==> src/design/access_level_regs.svh <==
// register offsets, field positions and reset values of the access level checker
`ifndef ACCESS_LEVEL_REGS_SVH
`define ACCESS_LEVEL_REGS_SVH

// ==========================================================
// register byte offsets
`define OFF_PROT_CTRL 8'h00
`define OFF_TASK_LEVEL 8'h04
`define OFF_XLATE_SETUP 8'h08
`define OFF_USER_ROOT 8'h0c
`define OFF_SUPER_ROOT 8'h10
`define OFF_DMA_ROOT 8'h14
`define OFF_STATUS 8'h18

// ==========================================================
// protection_control fields
`define PC_ENABLE_BIT 0
`define PC_COUNT_LSB 1
`define PC_COUNT_MSB 2

// ==========================================================
// translation_setup fields
`define TS_ENABLE_BIT 0
`define TS_SKIP_LSB 4
`define TS_SKIP_MSB 7
`define TS_FIW_LSB 8
`define TS_FIW_MSB 11

// ==========================================================
// status fields
`define ST_LEVEL_LSB 0
`define ST_LEVEL_MSB 2
`define ST_TASK_ABORT_BIT 4
`define ST_FAULT_ABORT_BIT 5
`define ST_WLOCK_ABORT_BIT 6
`define ST_BUSY_BIT 7
`define ST_COUNT_LSB 16
`define ST_COUNT_MSB 31

// ==========================================================
// reset values and constants
`define PROT_CTRL_RESET 3'h0
`define TASK_LEVEL_RESET 3'h0
`define XLATE_SETUP_RESET 12'h000
`define ROOT_RESET 32'h0000_0000
`define LEVEL_LEAST_PRIV 3'h7
`define ADDR_BITS 32'd32
`define SPACE_USER 2'h0

`endif

==> src/design/access_level_pkg.sv <==
// types shared by the access level checker modules
package access_level_pkg;

  typedef logic [2:0] level_t;

  typedef enum logic {
    WALK_IDLE,
    WALK_BUSY
  } walk_state_t;

endpackage

==> src/design/walk_check_if.sv <==
// signals between the cycle checker and the walk floor tracker
`timescale 1ns/1ps
interface walk_check_if;
  import access_level_pkg::*;

  // walk setup
  logic start;
  level_t level;
  logic check_floors;
  logic use_write_floor;
  // descriptor stream
  logic desc_valid;
  logic desc_long;
  level_t desc_read_floor;
  level_t desc_write_floor;
  logic desc_write_lock;
  logic desc_last;
  // new cache entry
  logic entry_valid;
  logic entry_fault;
  logic entry_wlock;

  modport checker_side (
    output start, level, check_floors, use_write_floor,
    output desc_valid, desc_long, desc_read_floor, desc_write_floor,
    output desc_write_lock, desc_last,
    input entry_valid, entry_fault, entry_wlock
  );

  modport tracker_side (
    input start, level, check_floors, use_write_floor,
    input desc_valid, desc_long, desc_read_floor, desc_write_floor,
    input desc_write_lock, desc_last,
    output entry_valid, entry_fault, entry_wlock
  );
endinterface

==> src/design/access_level_protection_check.sv <==
// access level protection checker between the processor bus and the table walker
//
// The placing of the registers and the address-and-strobe port are this design's own decisions.
`timescale 1ns/1ps
`include "access_level_regs.svh"
module access_level_protection_check
  import access_level_pkg::*;
(
  // clock and reset
  input wire logic ref_clk,
  input wire logic rst,
  // register port
  input wire logic [7:0] reg_addr,
  input wire logic [31:0] reg_wdata,
  input wire logic reg_wr,
  input wire logic reg_rd,
  output logic [31:0] reg_rdata,
  // processor bus cycle
  input wire logic cyc_valid,
  input wire logic [31:0] cyc_addr,
  input wire logic [3:0] cyc_func_code,
  input wire logic cyc_write,
  output logic bus_error,
  output logic [31:0] phys_addr,
  output logic phys_valid,
  // translation cache lookup result
  input wire logic cache_hit,
  input wire logic cache_fault,
  input wire logic cache_wlock,
  input wire logic [31:0] cache_phys,
  // walk request
  output logic walk_start,
  output logic [31:0] walk_root,
  output logic [31:0] walk_index_addr,
  output logic [14:0] walk_first_index,
  output logic [2:0] walk_level,
  output logic walk_busy,
  // descriptors met during the walk
  input wire logic desc_valid,
  input wire logic desc_long,
  input wire logic [2:0] desc_read_floor,
  input wire logic [2:0] desc_write_floor,
  input wire logic desc_write_lock,
  input wire logic desc_last,
  // new cache entry
  output logic entry_valid,
  output logic entry_fault_flag,
  output logic entry_write_lock
);

  // ==========================================================
  // level extraction from the top of an address
  function automatic level_t level_of(input logic [31:0] a, input logic [1:0] cnt);
    level_t l;
    l = 3'h0;
    case (cnt)
      2'h1: l = {2'h0, a[31]};
      2'h2: l = {1'h0, a[31:30]};
      2'h3: l = a[31:29];
      default: l = 3'h0;
    endcase
    return l;
  endfunction

  // ==========================================================
  // registers
  logic prot_enable_q;
  logic [1:0] level_count_select_q;
  level_t task_level_q;
  logic xlate_enable_q;
  logic [3:0] index_skip_count_q;
  logic [3:0] first_index_width_q;
  logic [31:0] user_table_root_q;
  logic [31:0] supervisor_table_root_q;
  logic [31:0] dma_table_root_q;
  level_t last_level_q;
  logic last_task_abort_q;
  logic last_fault_abort_q;
  logic last_wlock_abort_q;
  logic [15:0] abort_count_q;
  logic [31:0] reg_rdata_q;
  walk_state_t state_q, state_d;
  logic walk_start_q;
  logic [31:0] walk_root_q;
  logic [31:0] walk_index_q;
  logic [14:0] walk_first_q;
  level_t walk_level_q;
  logic [31:0] phys_addr_q;
  logic phys_valid_q;

  walk_check_if wk ();

  // ==========================================================
  // address decode
  wire wr_pc = reg_wr && (reg_addr == `OFF_PROT_CTRL);
  wire wr_tl = reg_wr && (reg_addr == `OFF_TASK_LEVEL);
  wire wr_ts = reg_wr && (reg_addr == `OFF_XLATE_SETUP);
  wire wr_ur = reg_wr && (reg_addr == `OFF_USER_ROOT);
  wire wr_sr = reg_wr && (reg_addr == `OFF_SUPER_ROOT);
  wire wr_dr = reg_wr && (reg_addr == `OFF_DMA_ROOT);

  // ==========================================================
  // bus cycle check
  wire levels_on = prot_enable_q && (level_count_select_q != 2'h0);
  wire level_t addr_level = level_of(cyc_addr, level_count_select_q);
  wire user_space = (cyc_func_code[3:2] == `SPACE_USER);
  wire supervisor_space = cyc_func_code[2];
  wire dma_space = cyc_func_code[3];
  // unsigned compare, larger means less privileged
  wire task_abort = cyc_valid && levels_on && user_space
                    && (addr_level > task_level_q);
  wire fault_abort = cyc_valid && !task_abort && cache_hit && cache_fault;
  wire wlock_abort = cyc_valid && !task_abort && cache_hit && !cache_fault
                     && cyc_write && cache_wlock;
  wire any_abort = task_abort || fault_abort || wlock_abort;

  // ==========================================================
  // walk setup
  // level bits stay in the index unless the skip count covers them
  wire levels_indexed = levels_on
                        && ({2'h0, level_count_select_q} > index_skip_count_q);
  wire [31:0] index_addr = cyc_addr << index_skip_count_q;
  wire [31:0] first_shift = `ADDR_BITS - {28'h0, first_index_width_q};
  wire [31:0] first_bits = (first_index_width_q == 4'h0) ? 32'h0
                           : (index_addr >> first_shift);
  // supervisor takes its own root even when its range overlaps user space
  wire [31:0] root_sel = dma_space ? dma_table_root_q
                         : supervisor_space ? supervisor_table_root_q
                         : user_table_root_q;
  wire start_ok = cyc_valid && !cache_hit && !task_abort && xlate_enable_q
                  && (state_q == WALK_IDLE);

  assign wk.start = start_ok;
  assign wk.level = addr_level;
  assign wk.check_floors = levels_on && !supervisor_space;
  assign wk.use_write_floor = !levels_indexed;
  assign wk.desc_valid = desc_valid && (state_q == WALK_BUSY);
  assign wk.desc_long = desc_long;
  assign wk.desc_read_floor = desc_read_floor;
  assign wk.desc_write_floor = desc_write_floor;
  assign wk.desc_write_lock = desc_write_lock;
  assign wk.desc_last = desc_last;

  walk_floor_tracker tracker (
    .ref_clk(ref_clk),
    .rst(rst),
    .wk(wk)
  );

  // ==========================================================
  // walk state
  always_comb begin
    state_d = state_q;
    case (state_q)
      WALK_IDLE: begin
        if (start_ok) begin
          state_d = WALK_BUSY;
        end
      end
      WALK_BUSY: begin
        if (wk.entry_valid) begin
          state_d = WALK_IDLE;
        end
      end
      default: state_d = WALK_IDLE;
    endcase
  end

  always_ff @(posedge ref_clk) begin
    if (rst) begin
      state_q <= WALK_IDLE;
      walk_start_q <= 1'b0;
    end else begin
      state_q <= state_d;
      walk_start_q <= start_ok;
    end
  end

  always_ff @(posedge ref_clk) begin
    if (rst) begin
      walk_root_q <= `ROOT_RESET;
      walk_index_q <= 32'h0;
      walk_first_q <= 15'h0;
      walk_level_q <= 3'h0;
    end else if (start_ok) begin
      walk_root_q <= root_sel;
      walk_index_q <= index_addr;
      walk_first_q <= first_bits[14:0];
      walk_level_q <= addr_level;
    end
  end

  // ==========================================================
  // physical address only for clean cache hits
  always_ff @(posedge ref_clk) begin
    if (rst) begin
      phys_valid_q <= 1'b0;
      phys_addr_q <= 32'h0;
    end else begin
      phys_valid_q <= cyc_valid && cache_hit && !any_abort;
      if (cyc_valid && cache_hit && !any_abort) begin
        phys_addr_q <= cache_phys;
      end
    end
  end

  // ==========================================================
  // control registers
  always_ff @(posedge ref_clk) begin
    if (rst) begin
      {level_count_select_q, prot_enable_q} <= `PROT_CTRL_RESET;
      task_level_q <= `TASK_LEVEL_RESET;
      {first_index_width_q, index_skip_count_q, xlate_enable_q} <= 9'h000;
    end else begin
      if (wr_pc) begin
        prot_enable_q <= reg_wdata[`PC_ENABLE_BIT];
        level_count_select_q <= reg_wdata[`PC_COUNT_MSB:`PC_COUNT_LSB];
      end
      if (wr_tl) begin
        task_level_q <= reg_wdata[2:0];
      end
      if (wr_ts) begin
        xlate_enable_q <= reg_wdata[`TS_ENABLE_BIT];
        index_skip_count_q <= reg_wdata[`TS_SKIP_MSB:`TS_SKIP_LSB];
        first_index_width_q <= reg_wdata[`TS_FIW_MSB:`TS_FIW_LSB];
      end
    end
  end

  always_ff @(posedge ref_clk) begin
    if (rst) begin
      user_table_root_q <= `ROOT_RESET;
      supervisor_table_root_q <= `ROOT_RESET;
      dma_table_root_q <= `ROOT_RESET;
    end else begin
      if (wr_ur) begin
        user_table_root_q <= reg_wdata;
      end
      if (wr_sr) begin
        supervisor_table_root_q <= reg_wdata;
      end
      if (wr_dr) begin
        dma_table_root_q <= reg_wdata;
      end
    end
  end

  // ==========================================================
  // abort record, updated by hardware only
  always_ff @(posedge ref_clk) begin
    if (rst) begin
      last_level_q <= 3'h0;
      last_task_abort_q <= 1'b0;
      last_fault_abort_q <= 1'b0;
      last_wlock_abort_q <= 1'b0;
      abort_count_q <= 16'h0;
    end else if (any_abort) begin
      last_level_q <= addr_level;
      last_task_abort_q <= task_abort;
      last_fault_abort_q <= fault_abort;
      last_wlock_abort_q <= wlock_abort;
      abort_count_q <= abort_count_q + 16'h1;
    end
  end

  // ==========================================================
  // read data, valid the cycle after the strobe
  logic [31:0] status_word;
  logic [31:0] rd_mux;
  always_comb begin
    status_word = 32'h0;
    status_word[`ST_LEVEL_MSB:`ST_LEVEL_LSB] = last_level_q;
    status_word[`ST_TASK_ABORT_BIT] = last_task_abort_q;
    status_word[`ST_FAULT_ABORT_BIT] = last_fault_abort_q;
    status_word[`ST_WLOCK_ABORT_BIT] = last_wlock_abort_q;
    status_word[`ST_BUSY_BIT] = (state_q == WALK_BUSY);
    status_word[`ST_COUNT_MSB:`ST_COUNT_LSB] = abort_count_q;
  end

  always_comb begin
    case (reg_addr)
      `OFF_PROT_CTRL: rd_mux = {29'h0, level_count_select_q, prot_enable_q};
      `OFF_TASK_LEVEL: rd_mux = {29'h0, task_level_q};
      `OFF_XLATE_SETUP: rd_mux = {20'h0, first_index_width_q, index_skip_count_q,
                                  3'h0, xlate_enable_q};
      `OFF_USER_ROOT: rd_mux = user_table_root_q;
      `OFF_SUPER_ROOT: rd_mux = supervisor_table_root_q;
      `OFF_DMA_ROOT: rd_mux = dma_table_root_q;
      `OFF_STATUS: rd_mux = status_word;
      default: rd_mux = 32'h0;
    endcase
  end

  always_ff @(posedge ref_clk) begin
    if (rst) begin
      reg_rdata_q <= 32'h0;
    end else begin
      reg_rdata_q <= reg_rd ? rd_mux : 32'h0;
    end
  end

  // ==========================================================
  // outputs
  assign reg_rdata = reg_rdata_q;
  assign bus_error = any_abort;
  assign phys_addr = phys_addr_q;
  assign phys_valid = phys_valid_q;
  assign walk_start = walk_start_q;
  assign walk_root = walk_root_q;
  assign walk_index_addr = walk_index_q;
  assign walk_first_index = walk_first_q;
  assign walk_level = walk_level_q;
  assign walk_busy = (state_q == WALK_BUSY);
  assign entry_valid = wk.entry_valid;
  assign entry_fault_flag = wk.entry_fault;
  assign entry_write_lock = wk.entry_wlock;

endmodule

==> src/design/walk_floor_tracker.sv <==
// tracks the least read and write floors met during one table walk
`timescale 1ns/1ps
`include "access_level_regs.svh"
module walk_floor_tracker
  import access_level_pkg::*;
(
  // clock and reset
  input wire logic ref_clk,
  input wire logic rst,
  // walk side
  walk_check_if.tracker_side wk
);

  level_t min_rf_q, min_rf_d;
  level_t min_wf_q, min_wf_d;
  logic wl_q, wl_d;
  level_t lvl_q;
  logic chk_q;
  logic use_wf_q;
  logic entry_valid_q;
  logic entry_fault_q;
  logic entry_wlock_q;

  // ==========================================================
  // running minimum, long descriptors only carry floors
  wire long_desc = wk.desc_valid && wk.desc_long;
  wire rf_lower = long_desc && (wk.desc_read_floor < min_rf_q);
  wire wf_lower = long_desc && (wk.desc_write_floor < min_wf_q);
  assign min_rf_d = rf_lower ? wk.desc_read_floor : min_rf_q;
  assign min_wf_d = wf_lower ? wk.desc_write_floor : min_wf_q;
  assign wl_d = wl_q || (wk.desc_valid && wk.desc_write_lock);

  // ==========================================================
  // verdict for the new cache entry
  wire read_fail = chk_q && (lvl_q > min_rf_d);
  wire write_fail = chk_q && use_wf_q && (lvl_q > min_wf_d);
  // a failed read check also locks writes
  wire wlock_now = wl_d || write_fail || read_fail;

  always_ff @(posedge ref_clk) begin
    if (rst || wk.start) begin
      min_rf_q <= `LEVEL_LEAST_PRIV;
      min_wf_q <= `LEVEL_LEAST_PRIV;
      wl_q <= 1'b0;
    end else if (wk.desc_valid) begin
      min_rf_q <= min_rf_d;
      min_wf_q <= min_wf_d;
      wl_q <= wl_d;
    end
  end

  always_ff @(posedge ref_clk) begin
    if (rst) begin
      lvl_q <= 3'h0;
      chk_q <= 1'b0;
      use_wf_q <= 1'b0;
    end else if (wk.start) begin
      lvl_q <= wk.level;
      chk_q <= wk.check_floors;
      use_wf_q <= wk.use_write_floor;
    end
  end

  always_ff @(posedge ref_clk) begin
    if (rst) begin
      entry_valid_q <= 1'b0;
      entry_fault_q <= 1'b0;
      entry_wlock_q <= 1'b0;
    end else begin
      entry_valid_q <= wk.desc_valid && wk.desc_last;
      if (wk.desc_valid && wk.desc_last) begin
        entry_fault_q <= read_fail;
        entry_wlock_q <= wlock_now;
      end
    end
  end

  assign wk.entry_valid = entry_valid_q;
  assign wk.entry_fault = entry_fault_q;
  assign wk.entry_wlock = entry_wlock_q;

endmodule

==> config.mk <==
export PLATFORM = sky130hd
export DESIGN_NAME = access_level_protection_check
export DESIGN_NICKNAME = d
export VERILOG_FILES = /design/src/design/access_level_pkg.sv /design/src/design/walk_check_if.sv /design/src/design/access_level_protection_check.sv /design/src/design/walk_floor_tracker.sv
export VERILOG_INCLUDE_DIRS = /design/src /design/src/design
export SDC_FILE = /design/constraint.sdc
export NUM_CORES = 1
export LEC_CHECK = 0
export BUFFER_PORTS_ARGS = -buffer_cell sky130_fd_sc_hd__buf_2
export CAP_MARGIN = 20
export CELL_PAD_IN_SITES_DETAIL_PLACEMENT = 0
export CELL_PAD_IN_SITES_GLOBAL_PLACEMENT = 2
export CORE_UTILIZATION = 30
export CTS_BUF_LIST = sky130_fd_sc_hd__clkbuf_16
export DETAILED_ROUTE_END_ITERATION = 12
export PLACE_DENSITY = 0.73
export RECOVER_POWER = 100
export SLEW_MARGIN = 20
export SYNTH_ARGS = -nofsm -noshare
export SYNTH_HDL_FRONTEND = slang
export SYNTH_SLANG_ARGS = --single-unit
==> constraint.sdc <==
create_clock -name ref_clk -period 3.9 [get_ports ref_clk]
set_clock_uncertainty 0.05 [all_clocks]
set_input_delay 0.585 -clock ref_clk [delete_from_list [all_inputs] [get_ports ref_clk]]
set_output_delay 0.585 -clock ref_clk [all_outputs]
set_load 0.01 [all_outputs]
==> metrics.md, run 1 <==
| Metric | Value |
|---|---|
| Lkg Pwr | about 6 nW |
| Multi-input logic area | around 7300 sq um |
| Period utilisation layout | 0.927 |
| Crit-path cells | mux2i_1 -> nor2b_1 -> ha_1 -> nor2b_1 -> o21a_1 -> o211ai_1 -> and2_1 -> clkinv_1 -> clkbuf_1 |
| Hold Crit Class | input pin to register |
| Site Rows | just under 80 |
| Layout overhead on the synthesized area | 22.0% |
| CP top delay family | simple AND/OR/NAND/NOR gates |
| DRT met1 WL | ~24 mm |
| Port Buffer Count | 277 |
| Die Y | around 220 microns |
| Critical path launch point type | register |
| Netlist Area Pre-Place | around 14000 sq um |
| Max-slew violations | ~170 |
| DP HPWL | ~33 mm |
| # IOs | 280 |
| Clk buf depth | 3 |
| Final worst slack | around 0.28 ns |
| Syn_area_per_cell | around 8.3 sq um |
| Final hold vios | 0 |
| Worst Hold Endpoint | phys_addr[31] |
| Req. time, crit path | 3.26 ns |
| Register area | between 5000 and 6000 sq um |
| Die X | between 200 and 250 microns |
| Initial cell density of the core | 0.303 |
| Netlist cell types | 66 |
| Worst setup EP type | output port |
| Reg-to-reg endpoint | walk_root[20] |
| Initial antenna violation count | 6 |
| Failing checks | max-capacitance violations, max-slew violations |
| Slowest stage delay, CP | 0.49 ns |
| Max_cap viols | 1 |
| Post-CTS Resized | 0 |
| Largest net degree at the start of global routing | between 150 and 200 |
| CP max FO | 8 |
| Setup violations, final | 0 |
| Metal3 WL | roughly 2.7 mm |
| Antenna Nets Post-Route | 0 |
| Worst slew pin tran | 2.24 ns |
| Power per cell area | ~400 nW/um^2 |
| Post-synth ARST share | 0 |
| Core Util, Final | 0.370 |
| Vias in the first global route | about 12k |
| Remaining global-route overflow | 0 |
| Gate Count Post-Synth | ~1.6k |
| Clock transition at the registers of the reported paths | roughly 0.060 ns |
| Routed vias | 13.0k |
| Tot Pwr | roughly 7 mW |
| Register area share after synthesis | 0.429 |
| Syn nets | 1792 |
| FF+latch count, synth | around 290 |
| CTS tree | done |
| Rel. slew slack | -0.492 |
| Crit path max-delay cell type | dfxtp_1 |
| CP arrival | ~3.0 ns |
| Outcome | finished with violations |
| Register-to-register setup slack | between 0.3 and 0.4 ns |
| EDFF count, synth | 0 |
| Fraction of layout cells with a size suffix above 1 | 0.143 |
| Final critical-path required period | roughly 3.6 ns |
| Clock sinks | between 200 and 300 |
| Routed vias/inst | between 5 and 6 |
| Top post-synthesis cells by area | dfxtp_1, nand2_1, a21oi_1, mux2i_1, mux4_2 |
| Maximum clock rate | 277 MHz |
| Hold_sp | cache_phys[31] |
| CP dominant cell by count | nor2b_1 |
| Final nets | a little over 2k |
| Core ar. | about 45000 sq um |
| Reg2reg path depth | 11 |
| Die area | about 47000 sq um |
| Uppermost layer routed | met5 |
| First-pass GRT wire length | 75.5 mm |
| DRT iter0 DRCs | between 1k and 1.5k |
| Top cell type's share of synthesized area | 0.429 |
| Synth Flop Type | dfxtp_1 |
| Gpl congestion | 0.843 |
| DRC Markers | 0 |
| RSZ-0062 raised after global routing | false |
| WL met2 | 22.1 mm |
| DRT Pass-1 Iters | 6 |
| Root Driver | clkbuf_16 |
| Placed Cells incl. Taps | approximately 2.5k |
| Filler instances | ~4.8k |
| Dominant cell type by area after synthesis | dfxtp_1 |
| H-Tree Depth | 2 |
| Post-Route Setup TNS | 0 ns |
| All-Layer GR Usage | 0.208 |
| Min-Delay Path Depth | 3 |
| WS Path Type | register to output port |
| Critical path buffer and inverter count | 2 |
| Reg2reg start | level_count_select_q[0] |
| Cts bufs inserted | 37 |
| Post-DR wirelength/cell | roughly 20 microns |
| Maximum VDD drop | about 0.23 mV |
| Post-route insts no fill | between 2k and 3k |
| Clock Latency Late Sink | 0.57 ns |
| Drt total wl | ~50 mm |
| Syn. warnings | 0 |
| Post-placement setup slack | approximately 0.35 ns |
==> where the power goes <==
part / internal [mW] / switching (mW)
Sequential: 3.02 / 0.0113
Clock: 2.04 / 1.39
Combinational: 0.141 / 0.257
==> layer usage <==
layer / track usage / vias to the layer above
met3: 0.0345 / 78
met2: 0.320 / 373
met4: 0.0751 / 6
li1: - / 6309
met5: 0 / -
met1: 0.292 / 6262
==> state kept, by name, indices dropped and copies added, names as in the netlist, 2 cells and up <==
register / cells
index_skip_count_q: 4
dma_table_root_q: 32
walk_index_addr: 32
first_index_width_q: 4
user_table_root_q: 32
level_count_select_q: 2
phys_addr: 32
tracker.min_rf_q: 3
tracker.lvl_q: 3
supervisor_table_root_q: 32
tracker.min_wf_q: 3
walk_first_index: 15
task_level_q: 3
last_level_q: 3
walk_root: 32
reg_rdata: 32
abort_count_q: 16
==> worst register-to-register path, delay by kind of cell (launching register included) <==
kind                     cells  cell delay [ns]
multiplexers                 1             0.12
AND/OR/NAND/NOR              1             0.26
AO/OA/AOI/OAI                4             0.97
adder cells (fa/ha/maj)      1             0.30
buffers and inverters        4             1.25
flip-flops                   1             0.49
==> logic make-up after synthesis <==
family,count (synthesis),synth area share
xor+xnor,18,0.0115
compound gates,457,0.201
flops,294,0.429
mux,124,0.124
fa+ha+maj,17,0.0155
simple gates,590,0.175
buf+inv,148,0.0449
==> area by class of cell <==
class,instances,area share
multi-input cells,1206,0.433
flip-flops and latches,294,0.352
repair buffers,328,0.0926
clock buffers,38,0.0568
well taps,600,0.0448
clock inverters,27,0.0148
inverters,26,0.00583
diodes,3,0.000448
==> repair_timing <==
| item | in CTS | in global routing |
|---|---|---|
| endpoints found under the setup margin | 1 | 0 |
| setup buffers | 1 | 0 |
| hold buffers | 0 | 0 |
==> how the worst max path moves through the flow <==
| stage | from | endpoint | slack, ns | cells past startpoint |
|---|---|---|---|---|
| after floorplan | cyc_addr[30] | phys_addr[10] | 0.93 | 12 |
| final | level_count_select_q[0] | bus_error | 0.28 | 9 |
| after CTS | level_count_select_q[0] | bus_error | 0.21 | 9 |
| after detailed placement | cyc_addr[31] | phys_addr[6] | 0.35 | 13 |
| after global routing | level_count_select_q[0] | walk_root[24] | 0.04 | 11 |
| after global placement | cyc_addr[31] | phys_addr[3] | 0.40 | 13 |
==> cell usage in the layout (no fill, tap or decap), types with 7 or more instances in the layout <==
master | Yosys | final
a21oi_1 | 233 | 232
a222oi_1 | 10 | 10
a22o_1 | 20 | 20
a22oi_1 | 55 | 55
a31oi_1 | 8 | 8
buf_2 | 12 | 123
buf_4 | 0 | 37
clkbuf_1 | 98 | 163
clkbuf_16 | 0 | 38
clkinv_1 | 2 | 9
dfxtp_1 | 294 | 291
ha_1 | 17 | 17
inv_1 | 23 | 31
mux2_2 | 23 | 23
mux2i_1 | 69 | 69
mux4_1 | 9 | 9
mux4_2 | 22 | 22
nand2_1 | 393 | 393
nand2b_1 | 9 | 9
nand3_1 | 30 | 30
nor2_1 | 109 | 106
nor2b_1 | 8 | 8
nor3_1 | 10 | 9
o21ai_0 | 72 | 73
o22ai_1 | 7 | 7
xnor2_1 | 12 | 12
==> synth_stat cells (5+ instances only) <==
cell type,n
a21oi_1,233
a222oi_1,10
a22o_1,20
a22oi_1,55
a31oi_1,8
a32o_1,6
and3_1,5
buf_1,7
buf_2,12
clkbuf_1,98
dfxtp_1,294
ha_1,17
inv_1,23
mux2_2,23
mux2i_1,69
mux4_1,9
mux4_2,22
nand2_1,393
nand2b_1,9
nand3_1,30
nor2_1,109
nor2b_1,8
nor3_1,10
nor4_1,5
o211ai_1,6
o21ai_0,72
o22ai_1,7
o31ai_1,5
xnor2_1,12
xor2_1,6
==> metrics by stage <==
step	area, sq um	hold WS (ns)
2_1_floorplan	13700	0.379
3_3_place_gp	15800	0.383
3_5_place_dp	15800	0.387
4_1_cts	17000	0.181
5_1_grt	16700	0.204
6_report	16700	0.217
No activity file was read; power rests on OpenSTA's default activity.
==> run 2: changes to the inputs <==
SYNTH_HIERARCHICAL = 1   (was unset)
==> run 2 against run 1 <==
Against the previous run: the flow still finishes with violations (max-capacitance violations, max-slew violations); design area rose by 3.4%; die area is 5.2% higher; clock power fell by 8.5%; critical path depth shrank 1; count of clock-buffer cells in the layout did not move; synthesized cell count up 7.4%; setup slack worse by 0.038 ns; sequential share of layout area decreased by 0.83 points; synthesized area up 5.3%; hold slack better by 0.0077 ns; first-iteration DRC count is 4.0% lower; utilization fell by 0.63 points; critical path type unchanged.
==> metrics.md, run 2 <==
| Metric | Value |
|---|---|
| Outcome | finished with violations |
| Failing checks | max-capacitance violations, max-slew violations |
| Clk buf depth | 3 |
| Syn. warnings | 6 |
| Power per cell area | 382 nW/um^2 |
| Register area | approximately 5900 sq um |
| Maximum VDD drop | roughly 0.23 mV |
| DP HPWL | between 30 and 40 mm |
| CTS tree | done |
| Fraction of layout cells with a size suffix above 1 | 0.148 |
| RSZ-0062 raised after global routing | false |
| Worst setup EP type | output port |
| EDFF count, synth | 0 |
| Post-route insts no fill | around 2.6k |
| Initial cell density of the core | 0.303 |
| Die X | 222 microns |
| Dominant cell type by area after synthesis | dfxtp_1 |
| Clock Latency Late Sink | 0.54 ns |
| All-Layer GR Usage | 0.210 |
| Syn_area_per_cell | roughly 8.2 sq um |
| CP arrival | around 3.0 ns |
| Vias in the first global route | 13.4k |
| Post-CTS Setup Bufs | 0 |
| Post-Route Setup TNS | 0 ns |
| Drt total wl | approximately 52 mm |
| CP max FO | 10 |
| Top cell type's share of synthesized area | 0.411 |
| Core ar. | approximately 48000 sq um |
| Lkg Pwr | slightly above 6 nW |
| First-pass GRT wire length | around 80 mm |
| Routed vias | approximately 14k |
| Critical path launch point type | register |
| # IOs | 280 |
| Max_cap viols | 2 |
| Root Driver | clkbuf_16 |
| Post-DR wirelength/cell | between 15 and 20 microns |
| Clock transition at the registers of the reported paths | 0.06 ns |
| Setup violations, final | 0 |
| N_diodes | 0 |
| Top-count cell post-synth | nand2_1 |
| Multi-input logic area | slightly below 8000 sq um |
| DRT Pass-1 Iters | 7 |
| Req. time, crit path | approximately 3.3 ns |
| Layout overhead on the synthesized area | 19.8% |
| Gpl congestion | between 0.9 and 1 |
| Die Y | between 200 and 250 microns |
| Clock sinks | just under 300 |
| Hold_sp | cache_phys[1] |
| Filler instances | between 5k and 6k |
| Largest net degree at the start of global routing | 100 |
| Synth cell count leaders | nand2_1, dfxtp_1, a21oi_1, clkbuf_1, nor2_1 |
| Syn nets | 1914 |
| Die area | roughly 49000 sq um |
| Setup crit start | level_count_select_q[0] |
| Antenna Nets Post-Route | 0 |
| Worst slew pin tran | 2.06 ns |
| Remaining global-route overflow | 0 |
| Synth Flop Type | dfxtp_1 |
| Hold_buf cts | 0 |
| Gate Count Post-Synth | between 1.5k and 2k |
| Post-CTS Resized | 0 |
| Register area share after synthesis | 0.411 |
| Placed Cells incl. Taps | about 2.6k |
| Netlist Area Pre-Place | around 14000 sq um |
| FF+latch count, synth | around 300 |
| Period utilisation layout | 0.937 |
| DRT iter0 DRCs | between 900 and 1k |
| Cts bufs inserted | 37 |
| Final nets | 2150 |
| DRC Markers | 0 |
| Routed vias/inst | 5.18 |
| Most common cell after layout, fill and taps aside | nand2_1 |
| Rel. slew slack | -0.375 |
| Post-synth ARST share | 0 |
| Top post-synthesis cells by area | dfxtp_1, nand2_1, a21oi_1, mux2i_1, mux4_2 |
| Maximum clock rate | around 270 MHz |
| Initial antenna violation count | 4 |
| WS Path Type | register to output port |
| Reg2reg start | level_count_select_q[0] |
| Final hold vios | 0 |
| Hold Crit Class | input pin to register |
| Max-slew violations | ~120 |
| Site Rows | 80 |
| Netlist cell types | 79 |
| H-Tree Depth | 2 |
| Port Buffer Count | roughly 280 |
| Final critical-path required period | about 3.7 ns |
| Most frequent cells in the layout | nand2_1, dfxtp_1, a21oi_1 |
-- run 2: critical path, cell delays in order, from the launching register on --
cell      delay [ns]
dfxtp_1         0.52
mux2i_1         0.25
nor2b_1         0.08
ha_1            0.29
a311oi_1        0.36
o211a_1         0.42
nor2_1          0.12
inv_2           0.23
buf_2           0.20
-- run 2: logic make-up after synthesis --
family,share of synthesized area
simple gates,0.190
xor+xnor,0.0109
buf+inv,0.0478
flops,0.411
fa+ha+maj,0.0147
compound gates,0.188
mux,0.137
-- run 2: report_power, final --
part / switching (mW) / total, mW / internal [mW]
clock network: 1.33 / 3.13 / 1.81
registers: 0.0106 / 3.06 / 3.05
logic: 0.267 / 0.412 / 0.146
-- run 2: final timing paths --
path	cells past startpoint	to	slack (ns)
worst max-delay path	8	bus_error	0.25
worst min-delay path	3	phys_addr[1]	0.22
worst max register to register	12	walk_index_addr[10]	0.36
worst min register to register	2	walk_root[14]	0.40
-- run 2: layout make-up --
| type | instances | share of cell area |
|---|---|---|
| flip-flops and latches | 297 | 0.343 |
| clock buffers | 38 | 0.0549 |
| inverters | 31 | 0.00672 |
| multi-input cells | 1304 | 0.452 |
| clock inverters | 20 | 0.00672 |
| well taps | 615 | 0.0444 |
| repair buffers | 335 | 0.0922 |
-- run 2: metal layers --
metal	routed length [microns]	GRT usage	vias up
met3	3160	0.0345	91
met4	1160	0.0629	6
met1	22600	0.271	6470
met2	25500	0.358	463
met5	35	0	-
li1	-	-	6646
-- run 2: stage by stage --
stage	hold slack, ns	power, mW	worst slack [ns]	util	instance area (sq um)
3_3_place_gp	0.389	3.55	0.475	0.347	16500
4_1_cts	0.192	6.72	0.214	0.370	17600
6_report	0.225	6.61	0.247	0.364	17300
3_5_place_dp	0.393	3.55	0.409	0.347	16500
5_1_grt	0.217	6.85	0.00793	0.364	17300
2_1_floorplan	0.376	3.35	0.915	-	14500
==> run 3: changes to the inputs <==
CTS_CLUSTER_SIZE = 30   (was unset)
REMOVE_ABC_BUFFERS = 1   (was unset)
==> run 3 against run 2 <==
Against the previous run: total power increased by 0.26%; critical path type is now register to register; sequential power about the same; the flow now finishes without violations; routed wire length decreased by 0.85%; count of clock-buffer cells in the layout unchanged; utilization about the same; register-to-register slack got worse by 0.13 ns; first-iteration DRC count decreased by 17%; via count decreased by 1.5%.
==> metrics.md, run 3 (synthesis gave the netlist of run 2 again) <==
| Metric | Value |
|---|---|
| Core Util, Final | 0.364 |
| Vias in the first global route | between 10k and 15k |
| Rel. slew slack | 0.165 |
| Root Driver | clkbuf_16 |
| Final nets | about 2.1k |
| Remaining global-route overflow | 0 |
| Lkg Pwr | ~6 nW |
| Die Y | 222 microns |
| Die X | between 200 and 250 microns |
| Post-DR wirelength/cell | a little under 20 microns |
| Initial antenna violation count | 4 |
| Maximum VDD drop | roughly 0.25 mV |
| Layout overhead on the synthesized area | 20.0% |
| Final critical-path required period | 3.67 ns |
| Routed vias/inst | 5.10 |
| Critical path launch point type | register |
| Site Rows | 80 |
| Max-slew violations | 0 |
| Period utilisation layout | 0.940 |
| First-pass GRT wire length | 79.6 mm |
| Core ar. | between 40000 and 50000 sq um |
| Worst slew pin tran | between 1 and 1.5 ns |
| Hold slack | 0.226 ns |
| H-Tree Depth | 2 |
| Clock transition at the registers of the reported paths | 0.06 ns |
| Gpl congestion | about 0.85 |
| DP HPWL | approximately 35 mm |
| Min-Delay Path Depth | 3 |
| Die area | around 49000 sq um |
| Multi-input logic area | 7820 sq um |
| WS Path Type | register to register |
| Register area | 5950 sq um |
| # IOs | 280 |
| Routed vias | approximately 13k |
| CTS tree | done |
| Hold Crit Class | input pin to register |
| Outcome | completed |
| Post-CTS Setup Bufs | 0 |
| Clock Latency Late Sink | around 0.54 ns |
| Req. time, crit path | about 4.3 ns |
| Drt total wl | between 50 and 60 mm |
| Setup violations, final | 0 |
| DRT Pass-1 Iters | 5 |
| Port Buffer Count | ~280 |
| Most common cell after layout, fill and taps aside | nand2_1 |
| Maximum clock rate | ~270 MHz |
| CP arrival | a little over 4 ns |
| All-Layer GR Usage | 0.208 |
| Most frequent cells in the layout | nand2_1, dfxtp_1, a21oi_1 |
| Register-to-register setup slack | between 0.2 and 0.25 ns |
| Worst setup EP type | register |
| Initial cell density of the core | 0.303 |
| Antenna Nets Post-Route | 0 |
| Clk buf depth | 3 |
| N_diodes | 0 |
| Filler instances | approximately 5.1k |
| DRT iter0 DRCs | between 800 and 900 |
| DRC Markers | 0 |
| RSZ-0062 raised after global routing | false |
| Cts bufs inserted | 37 |
| Fraction of layout cells with a size suffix above 1 | 0.144 |
| Clock sinks | a little under 300 |
| CP max FO | 18 |
| Max_cap viols | 0 |
| Final hold vios | 0 |
| Reg2reg path depth | 7 |
| Largest net degree at the start of global routing | 108 |
| Power per cell area | 382 nW/um^2 |
[run 3: final cells by class]
| cell class | instances | area share |
|---|---|---|
| Multi-Input combinational cell | 1304 | 0.451 |
| Sequential cell | 297 | 0.343 |
| Timing Repair Buffer | 330 | 0.0929 |
| Clock buffer | 38 | 0.0548 |
| Tap cell | 615 | 0.0444 |
| Clock inverter | 29 | 0.00750 |
| Inverter | 31 | 0.00671 |
[run 3: report_power, final]
part / switching [mW] / internal [mW] / total, mW
registers: 0.0104 / 3.05 / 3.06
logic: 0.268 / 0.147 / 0.416
clock network: 1.39 / 1.76 / 3.15
[run 3: critical path, cell delays in order (launching register included)]
cell and delay, ns:
dfxtp_1 1.09, mux4_1 0.72, mux2_1 0.36, mux4_2 0.57, nor3_1 0.17, a21oi_1 0.07, o221a_2 0.16, a311o_1 0.34
[run 3: path summary, 6_finish.rpt]
kind,startpoint,end
worst min register to register,phys_addr[4],phys_addr[4]
worst max register to register,index_skip_count_q[1],walk_first_index[0]
worst min-delay path,cache_phys[30],phys_addr[30]
worst max-delay path,index_skip_count_q[1],walk_first_index[0]
[run 3: timing repair]
action | CTS | global route
endpoints found under the setup margin | 0 | 1
hold buffers | 0 | 0
gates resized for setup | 0 | 1
[run 3: stage by stage]
step / area [sq um] / worst slack, ns / power [mW] / setup TNS [ns] / instances
4_1_cts: 17600 / 0.0622 / 6.73 / 0 / 2644
3_3_place_gp: 16500 / 0.530 / 3.55 / 0 / 2577
3_5_place_dp: 16500 / 0.445 / 3.55 / 0 / 2577
5_1_grt: 17300 / 0.0316 / 6.87 / 0 / 2644
6_report: 17300 / 0.235 / 6.63 / 0 / 2644
2_1_floorplan: 13900 / -1.17 / 3.28 / -51.19 / 1632
[run 3: layer usage]
layer | up-vias | share of wire | wire [microns] | track usage
li1 | 6643 | - | - | -
met1 | 6329 | 0.44 | 22800 | 0.268
met2 | 409 | 0.48 | 24900 | 0.352
met3 | 86 | 0.054 | 2810 | 0.0341
met4 | 8 | 0.028 | 1450 | 0.0733
met5 | - | 0.00079 | 41 | 0
